[src/inc/dpmm_pkg.sv]
/*
 pin mode mux package: mode pin positions, mode encodings, pin widths, reset values.
 assumes a single processor clock domain.
*/
package dpmm_pkg;
	localparam int MODE_PINS = 4;
	localparam int MODE_C_BIT = 2;
	localparam int ADDR_W = 14;
	localparam int DATA_W = 24;
	localparam int BYTE_ADDR_W = 8;
	localparam int HOST_W = 16;
	localparam int SYNC_STAGES = 2;
	localparam logic [3:0] MODE_RST = 4'h0;
	localparam logic [3:0] FLAG_RST = 4'h0;
	typedef enum logic [1:0] {
		DPMM_FULL_MEM = 2'b01,
		DPMM_HOST = 2'b10
	} dpmm_mode_e;
endpackage

[src/verilog/dpmm_top.sv]
/*
 pin multiplexing and boot mode capture for the signal processor.
 assumes core logic on core_clk_i supplies flag, bus and serial values.
*/
// Functional notes
// [RULE1] external bus configuration fixed only in reset, held while running
// [RULE2] serial port one pins reassignable by software at any time
// [RULE3] shared pins keep interrupt and flag functions both live
// [RULE4] enabled interrupt fires when pin asserted, externally or by own flag
// [RULE5] mode pins read only in reset, then serve as flags zero to three
// [RULE6] mode chosen from pin C during reset, no change while running
// [RULE7] pin C low: full memory mode, byte DMA, 14 address, 24 data pins
// [RULE8] full memory mode drives upper 8 data pins as byte addresses
// [RULE9] host mode enables internal DMA port with limited addressing
// [RULE10] control field remaps serial port one to interrupts and flags
// [RULE11] pin C high at reset selects host mode with internal DMA pins
// [RULE12] six interrupts: one edge, two level, three configurable; code makes only bit 2 configurable, with bits 0, 1 and 5 edge-only
// [RULE13] mode pins captured at reset release edge and held until reset
`timescale 1ns/100ps
module dpmm_top (
	input wire logic core_clk_i,
	input wire logic rst_n_i,
	// mode/flag pins 0..3
	input wire logic [3:0] prog_flag_in_i,
	input wire logic [3:0] prog_flag_out_val_i,
	input wire logic [3:0] prog_flag_dir_i,
	output logic [3:0] prog_flag_out_o,
	output logic [3:0] prog_flag_oe_o,
	output logic [3:0] prog_flag_rd_o,
	output logic host_mode_o,
	output logic byte_dma_port_en_o,
	output logic internal_dma_port_en_o,
	// shared interrupt/flag pins 4..7
	input wire logic [3:0] shared_pin_in_i,
	input wire logic [3:0] shared_flag_out_val_i,
	input wire logic [3:0] shared_flag_dir_i,
	output logic [3:0] shared_pin_out_o,
	output logic [3:0] shared_pin_oe_o,
	output logic [3:0] shared_flag_rd_o,
	input wire logic irq_sense_edge_i,
	input wire logic [5:0] interrupt_mask_reg_i,
	output logic [5:0] irq_pending_o,
	input wire logic [5:0] irq_clear_i,
	// serial port one
	input wire logic serial_port_one_irq_mode_i,
	input wire logic port1_rx_frame_sync_i,
	input wire logic port1_tx_frame_sync_i,
	input wire logic port1_rx_data_i,
	input wire logic port1_tx_data_val_i,
	input wire logic alt_flag_output_val_i,
	output logic port1_tx_data_o,
	output logic port1_rx_frame_sync_o,
	output logic port1_tx_frame_sync_o,
	output logic port1_rx_data_o,
	output logic alt_flag_input_o,
	// external bus
	input wire logic [13:0] core_addr_i,
	input wire logic [23:0] core_data_out_i,
	input wire logic [7:0] core_byte_addr_i,
	input wire logic core_byte_access_i,
	input wire logic core_data_oe_i,
	output logic [13:0] ext_addr_o,
	output logic [23:0] ext_data_out_o,
	output logic [23:0] ext_data_oe_o
);
	logic [3:0] mode_sync;
	logic [3:0] shared_act_sync;
	logic [2:0] sp1_act_sync;
	logic [3:0] mode_q;
	dpmm_pkg::dpmm_mode_e op_mode_q;
	// runs through reset so the mode straps are sampled while reset is low
	dpmm_sync #(.W(4)) u_mode_sync (
		.core_clk_i(core_clk_i),
		.rst_n_i(1'b1),
		.async_i(prog_flag_in_i),
		.sync_o(mode_sync)
	);
	dpmm_sync #(.W(4)) u_shared_sync (
		.core_clk_i(core_clk_i),
		.rst_n_i(rst_n_i),
		.async_i(~shared_pin_in_i),
		.sync_o(shared_act_sync)
	);
	// synchronised inverted so a cleared stage reads as an idle high pin, no false edge
	wire [3:0] shared_sync = ~shared_act_sync;
	dpmm_sync #(.W(3)) u_sp1_sync (
		.core_clk_i(core_clk_i),
		.rst_n_i(rst_n_i),
		.async_i({port1_rx_data_i, ~port1_tx_frame_sync_i, ~port1_rx_frame_sync_i}),
		.sync_o(sp1_act_sync)
	);

	// mode capture follows pins while in reset and freezes at the release edge
	always_ff @(posedge core_clk_i) begin
		if (!rst_n_i) begin
			mode_q <= mode_sync; // RULE5 RULE13
			op_mode_q <= mode_sync[dpmm_pkg::MODE_C_BIT] ? dpmm_pkg::DPMM_HOST
				: dpmm_pkg::DPMM_FULL_MEM; // RULE6 RULE11 RULE1
		end
	end

	wire host_w = (op_mode_q == dpmm_pkg::DPMM_HOST);
	wire [3:0] flag_oe_w = rst_n_i ? prog_flag_dir_i : dpmm_pkg::FLAG_RST; // RULE5

	// shared pins: flag drive and interrupt sense are both active
	wire [3:0] shared_oe_w = rst_n_i ? shared_flag_dir_i : 4'h0;
	wire [3:0] shared_lvl_w;
	genvar g;
	for (g = 0; g < 4; g++) begin : g_shared
		// an output flag asserts its own interrupt (active low pin)
		assign shared_lvl_w[g] = shared_oe_w[g] ? shared_flag_out_val_i[g]
			: shared_sync[g]; // RULE3 RULE4
	end

	// serial port one remap
	wire [2:0] sp1_w = {sp1_act_sync[2], ~sp1_act_sync[1:0]};
	wire sp1_alt_w = serial_port_one_irq_mode_i; // RULE2 RULE10
	wire irq_a_w = sp1_alt_w & ~sp1_w[0];
	wire irq_b_w = sp1_alt_w & ~sp1_w[1];

	// interrupt request levels, low active pins: bit order
	// 0 serial_alt_irq_a 1 serial_alt_irq_b 2 irq_configurable_sense
	// 3 irq_level_b 4 irq_level_a 5 irq_edge_only
	wire [5:0] req_w = {~shared_lvl_w[3], ~shared_lvl_w[2], ~shared_lvl_w[1],
		~shared_lvl_w[0], irq_b_w, irq_a_w};
	logic [5:0] req_q;
	logic [5:0] pend_q;
	wire [5:0] edge_sel_w = {1'b1, 1'b0, 1'b0, irq_sense_edge_i, 1'b1, 1'b1}; // RULE12
	wire [5:0] hit_w = edge_sel_w & req_w & ~req_q | ~edge_sel_w & req_w;
	wire [5:0] pend_d = (pend_q & ~irq_clear_i & edge_sel_w)
		| (hit_w & interrupt_mask_reg_i); // RULE4

	always_ff @(posedge core_clk_i) begin
		if (!rst_n_i) begin
			req_q <= '0;
			pend_q <= '0;
		end else begin
			req_q <= req_w;
			pend_q <= pend_d;
		end
	end

	// external bus: full memory mode byte accesses put the byte address on the data msbs
	wire byte_drv_w = !host_w && core_byte_access_i; // RULE8
	wire [23:0] data_w = byte_drv_w ? {core_byte_addr_i, core_data_out_i[15:0]}
		: core_data_out_i;
	wire [23:0] doe_w = (!host_w && core_data_oe_i) ? 24'hffffff
		: byte_drv_w ? 24'hff0000 : host_w ? {{16{core_data_oe_i}}, 8'h00} : 24'h000000; // RULE7 RULE9
	wire [13:0] addr_w = host_w ? {13'h0000, core_addr_i[0]} : core_addr_i; // RULE9

	always_ff @(posedge core_clk_i) begin
		if (!rst_n_i) begin
			prog_flag_out_o <= '0;
			prog_flag_oe_o <= '0;
			prog_flag_rd_o <= '0;
			shared_pin_out_o <= '0;
			shared_pin_oe_o <= '0;
			shared_flag_rd_o <= '0;
			irq_pending_o <= '0;
			host_mode_o <= 1'b0;
			byte_dma_port_en_o <= 1'b0;
			internal_dma_port_en_o <= 1'b0;
			port1_tx_data_o <= 1'b0;
			port1_rx_frame_sync_o <= 1'b0;
			port1_tx_frame_sync_o <= 1'b0;
			port1_rx_data_o <= 1'b0;
			alt_flag_input_o <= 1'b0;
			ext_addr_o <= '0;
			ext_data_out_o <= '0;
			ext_data_oe_o <= '0;
		end else begin
			prog_flag_out_o <= prog_flag_out_val_i;
			prog_flag_oe_o <= flag_oe_w;
			prog_flag_rd_o <= flag_oe_w & prog_flag_out_val_i | ~flag_oe_w & mode_sync; // RULE5
			shared_pin_out_o <= shared_flag_out_val_i;
			shared_pin_oe_o <= shared_oe_w;
			shared_flag_rd_o <= shared_lvl_w; // RULE3
			irq_pending_o <= pend_d;
			host_mode_o <= host_w;
			byte_dma_port_en_o <= !host_w; // RULE7
			internal_dma_port_en_o <= host_w; // RULE11
			port1_tx_data_o <= sp1_alt_w ? alt_flag_output_val_i : port1_tx_data_val_i; // RULE10
			port1_rx_frame_sync_o <= sp1_alt_w ? 1'b0 : sp1_w[0];
			port1_tx_frame_sync_o <= sp1_alt_w ? 1'b0 : sp1_w[1];
			port1_rx_data_o <= sp1_alt_w ? 1'b0 : sp1_w[2];
			alt_flag_input_o <= sp1_alt_w ? sp1_w[2] : 1'b0;
			ext_addr_o <= addr_w;
			ext_data_out_o <= data_w;
			ext_data_oe_o <= doe_w;
		end
	end

	a_mode_held: assert property (@(posedge core_clk_i) disable iff (!rst_n_i) // RULE1
		rst_n_i && $past(rst_n_i) |-> $stable(op_mode_q))
		else $error("mode changed while running");
	// the straps need the synchroniser filled, so only a full reset window is judged
	a_mode_from_c: assert property (@(posedge core_clk_i) // RULE6
		!rst_n_i [*4] |=> (op_mode_q == dpmm_pkg::DPMM_HOST)
		== $past(mode_sync[dpmm_pkg::MODE_C_BIT]))
		else $error("mode not taken from pin c");
	a_capture_hold: assert property (@(posedge core_clk_i) disable iff (!rst_n_i) // RULE13
		$past(rst_n_i) |-> $stable(mode_q))
		else $error("captured mode pins moved");
	a_flag_no_drive: assert property (@(posedge core_clk_i) // RULE5
		!rst_n_i |=> prog_flag_oe_o == 4'h0)
		else $error("flag driven in reset");
	a_host_enables: assert property (@(posedge core_clk_i) disable iff (!rst_n_i) // RULE7
		$past(rst_n_i) |-> internal_dma_port_en_o == host_mode_o
		&& byte_dma_port_en_o == !host_mode_o)
		else $error("port enables disagree with mode");
	a_host_addr: assert property (@(posedge core_clk_i) disable iff (!rst_n_i) // RULE9
		$past(rst_n_i) && host_mode_o |-> ext_addr_o[13:1] == 13'h0000)
		else $error("host mode drove full address");
	a_byte_addr: assert property (@(posedge core_clk_i) disable iff (!rst_n_i) // RULE8
		$past(rst_n_i) && $past(byte_drv_w) |->
		ext_data_out_o[23:16] == $past(core_byte_addr_i) && &ext_data_oe_o[23:16])
		else $error("byte address not on data msbs");
	a_sp1_remap: assert property (@(posedge core_clk_i) disable iff (!rst_n_i) // RULE10
		$past(rst_n_i) && $past(sp1_alt_w) |->
		port1_tx_data_o == $past(alt_flag_output_val_i))
		else $error("flag output not on tx data");
	a_own_flag_irq: assert property (@(posedge core_clk_i) disable iff (!rst_n_i) // RULE4
		shared_oe_w[0] && !shared_flag_out_val_i[0] && interrupt_mask_reg_i[2]
		&& !irq_sense_edge_i |=> irq_pending_o[2])
		else $error("own flag did not raise interrupt");
	a_level_live: assert property (@(posedge core_clk_i) disable iff (!rst_n_i) // RULE3
		!shared_lvl_w[1] && interrupt_mask_reg_i[3] |=> irq_pending_o[3])
		else $error("level interrupt lost on shared pin");
endmodule // dpmm_top

[src/verilog/dpmm_sync.sv]
/*
 two flip-flop synchroniser for a vector of pin inputs.
 assumes inputs are asynchronous to core_clk_i.
*/
`timescale 1ns/100ps
module dpmm_sync #(
	parameter int W = 1
) (
	input wire logic core_clk_i,
	input wire logic rst_n_i,
	input wire logic [W-1:0] async_i,
	output logic [W-1:0] sync_o
);
	logic [W-1:0] meta_q;
	logic [W-1:0] sync_q;
	always_ff @(posedge core_clk_i) begin
		if (!rst_n_i) begin
			meta_q <= '0;
			sync_q <= '0;
		end else begin
			meta_q <= async_i;
			sync_q <= meta_q;
		end
	end
	assign sync_o = sync_q;
endmodule // dpmm_sync

[config.mk]
export PLATFORM = sky130hd
export DESIGN_NAME = dpmm_top
export DESIGN_NICKNAME = d
export VERILOG_FILES = /design/src/inc/dpmm_pkg.sv /design/src/verilog/dpmm_top.sv /design/src/verilog/dpmm_sync.sv
export SDC_FILE = /design/constraint.sdc
export NUM_CORES = 1
export LEC_CHECK = 0
export BUFFER_PORTS_ARGS = -buffer_cell sky130_fd_sc_hd__buf_2
export CAP_MARGIN = 15
export CORE_MARGIN = 2
export CORE_UTILIZATION = 44
export CTS_BUF_LIST = sky130_fd_sc_hd__clkbuf_4 sky130_fd_sc_hd__clkbuf_8
export DETAILED_ROUTE_END_ITERATION = 8
export PLACE_DENSITY_LB_ADDON = 0.12
export SLEW_MARGIN = 20
export SYNTH_ARGS = -nofsm -noshare
export SYNTH_HDL_FRONTEND = slang
export SYNTH_SLANG_ARGS = --single-unit
[constraint.sdc]
create_clock -name core_clk_i -period 1.44 [get_ports core_clk_i]
set_input_delay 0.288 -clock core_clk_i [delete_from_list [all_inputs] [get_ports core_clk_i]]
set_output_delay 0.288 -clock core_clk_i [all_outputs]
set_load 0.05 [all_outputs]
==> impl_metrics.env <==
export IMPL_status="complete, no violations"
export IMPL_seqPwrFrac_pct=53.6
export IMPL_yosys_warnings=0
export IMPL_start_util_pct=44.93
export IMPL_setup_tns_ns=0
export IMPL_drive_above_1_share_pct=48.26
export IMPL_wirelength_mm=6.519
export IMPL_p_sw_share_pct=29.94
export IMPL_core_area_mm2=0.007176
export IMPL_drtIter0Drc=67
export IMPL_ys_types=23
export IMPL_setup_violations=0
export IMPL_grt_antenna_before_repair=0
export IMPL_numClockSinks=106
export IMPL_async_reset_ff_share_pct=0
export IMPL_fin_cells=559
export IMPL_path_cells="clkbuf_4"
export IMPL_largest_reg_flops=24
export IMPL_power_share_combinational_pct=17.9
export IMPL_rows=31
export IMPL_hold_violations=0
export IMPL_power_density_mw_per_mm2=1351
export IMPL_gp_congestion=0.7295
export IMPL_yosysMostFrequentCell="dfxtp_1"
export IMPL_vias=2394
export IMPL_cts_tree="yes"
export IMPL_crit_type="register to primary output"
export IMPL_internal_power_w=0.004105
export IMPL_clockBufferDepth=2
export IMPL_yosys_top_cells_area="dfxtp_1 65%, and2_1 8.9%, buf_4 5.6%, mux2i_1 4.0%, nand2_1 2.9%"
export IMPL_die_h_um=89.61
export IMPL_syn_inst=283
export IMPL_clock_latency_ns=0.35
export IMPL_slowest_stage="dfxtp_2"
export IMPL_use_met2_pct=26.27
export IMPL_fmax_mhz=771.5
export IMPL_drtPass1Iterations=4
export IMPL_nFillCells=642
export IMPL_ctsHtreeMaxLevel=3
export IMPL_seq_area_frac_synth_pct=66.43
export IMPL_synth_top_cell_area_share_pct=64.57
export IMPL_skew_ns=0.008041
export IMPL_cpLargestDelayFamily="flip-flops"
export IMPL_min_period_over_period_pct=90.02
export IMPL_start_kind="register"
export IMPL_dp_cells=543
export IMPL_vdd_drop_max_mv=0.6838
export IMPL_vias_per_cell=4.283
export IMPL_top_usage_layer="met2"
export IMPL_yosys_register_bits=106
export IMPL_drv_cap=0
export IMPL_ys_flop_type="dfxtp_1"
export IMPL_power_frac_clock_pct=28.5
export IMPL_final_min_clock_period_ns=1.296
export IMPL_grtUsageMet1_pct=16.85
export IMPL_p_switching_w=0.001754
export IMPL_rsz0062_at_grt="no"
export IMPL_yosysTopAreaCell="dfxtp_1"
export IMPL_cts_buffers=9
export IMPL_drt_antenna_violating_nets=0
export IMPL_synth_edff_count=2
export IMPL_cts_root_buf="clkbuf_8"
export IMPL_clkTransAtPathRegs_ns=0.10
export IMPL_cp_num_buf_inv=1
export IMPL_die_x_um=89.61
export IMPL_first_global_vias=2005
export IMPL_cellLeakagePower_nw=2.269
export IMPL_power_w=0.005859
export IMPL_port_buffers=190
export IMPL_hp_class="input pin to register"
export IMPL_use_met3_pct=4.662
export IMPL_area_growth_pct=34.54
export IMPL_dp_hpwl_mm=4.885
export IMPL_syn_num_nets=376
export IMPL_ios=193
export IMPL_drv_slew=0
export IMPL_globalRouteOverflowTotal=0
export IMPL_critPathMaxStageDelay_ns=0.40
export IMPL_worstSetupEndpointType="primary output"
export IMPL_nNetsFinal=548
export IMPL_track_usage_pct=15.46
export IMPL_antenna_cells=0
export IMPL_synth_area_mm2=0.003224
export IMPL_regMostFlops="ext_data_out_o"
export IMPL_top_regs="ext_data_out_o x24, ext_addr_o x14, irq_pending_o x6"
export IMPL_grt_pass1_wl_mm=9.204
export IMPL_route_detailed_drc=0
export IMPL_slew_headroom_pct=69.24
export IMPL_die_area_mm2=0.008029
export IMPL_synth_top_cells_by_count="104 x dfxtp_1, 46 x and2_1, 25 x nand2_1"
export IMPL_syn_area_per_cell_um2=11.39
export IMPL_tightest_slew_ns=0.4566
export IMPL_grt_max_degree=46
export IMPL_cp_data_required_time_ns=1.15
export IMPL_path_max_fanout=8
export IMPL_cts_hold_buffers=0
export IMPL_critPathArrivalTime_ns=1.01
export IMPL_routedWlPerCell_um=11.66
## metal layers
| layer | up-vias | routed length (µm) |
|---|---|---|
| met1 | 1063 | 2398 |
| met3 | 11 | 641 |
| met2 | 107 | 3336 |
| met4 | 0 | 143 |
| met5 | - | 0 |
| li1 | 1213 | - |
## final cells by class
type	instances	area (µm²)	share of cell area, %
clock buffers	11	145.1	3.346
clock inverters	5	36.28	0.8365
inverters	3	11.26	0.2596
multi-input cells	139	824.5	19.01
flip-flops and latches	106	2146	49.47
well taps	99	123.9	2.855
repair buffers	196	1051	24.23
## layout by cell type, fill, tap and decap left out, drive strengths merged
| cell type | n |
|---|---|
| a21oi | 1 |
| and2 | 47 |
| and3 | 18 |
| buf | 179 |
| clkbuf | 28 |
| clkinvlp | 2 |
| dfxtp | 104 |
| edfxtp | 2 |
| inv | 6 |
| mux2i | 13 |
| nand2 | 25 |
| nand2b | 4 |
| nand3 | 1 |
| nand3b | 3 |
| nand4b | 1 |
| nor2 | 18 |
| o21a | 1 |
| o21ai | 6 |
| o22ai | 1 |
## repair_timing
action | CTS | global route
buffers inserted | 0 | 0
endpoints found under the setup margin | 0 | 24
gates resized for setup | 0 | 20
## path summary, 6_finish.rpt
| check | startpoint | end | slack [ns] | depth (start not counted) |
|---|---|---|---|---|
| min reg2reg | u_mode_sync.meta_q[2] | u_mode_sync.sync_o[2] | 0.34 | 0 |
| min | prog_flag_in_i[0] | u_mode_sync.meta_q[0] | 0.02 | 1 |
| max reg2reg | op_mode_q[1] | ext_data_out_o[21] | 0.39 | 3 |
| max | ext_data_oe_o[22] | ext_data_oe_o[22] | 0.14 | 1 |
## logic make-up after synthesis
group	after synthesis	synth area share, %
AND/OR/NAND/NOR	117	20.02
AO/OA/AOI/OAI	9	1.513
buffers and inverters	38	7.994
multiplexers	13	4.036
flip-flops	106	66.43
## through the flow
stage	util (%)	hold WS (ns)	instance area [µm²]	setup WS, ns
after floorplan	-	0.3096	3224	0.1389
after global placement	57.28	0.3117	4110	0.3053
after detailed placement	57.28	0.3187	4110	0.2803
after CTS	59.81	0.002271	4292	0.009460
after global routing	60.45	0.005732	4338	0.04085
final	60.45	0.02420	4338	0.1438
## power by group through the flow
stage	clock, W	combinational [W]	sequential (W)
after floorplan	0	0.000350	0.00364
after global placement	0	0.00104	0.00321
after detailed placement	0	0.00104	0.00321
after CTS	0.00174	0.00105	0.00314
after global routing	0.00185	0.00112	0.00316
final	0.00167	0.00105	0.00314
(Power assumes the default switching activity.)
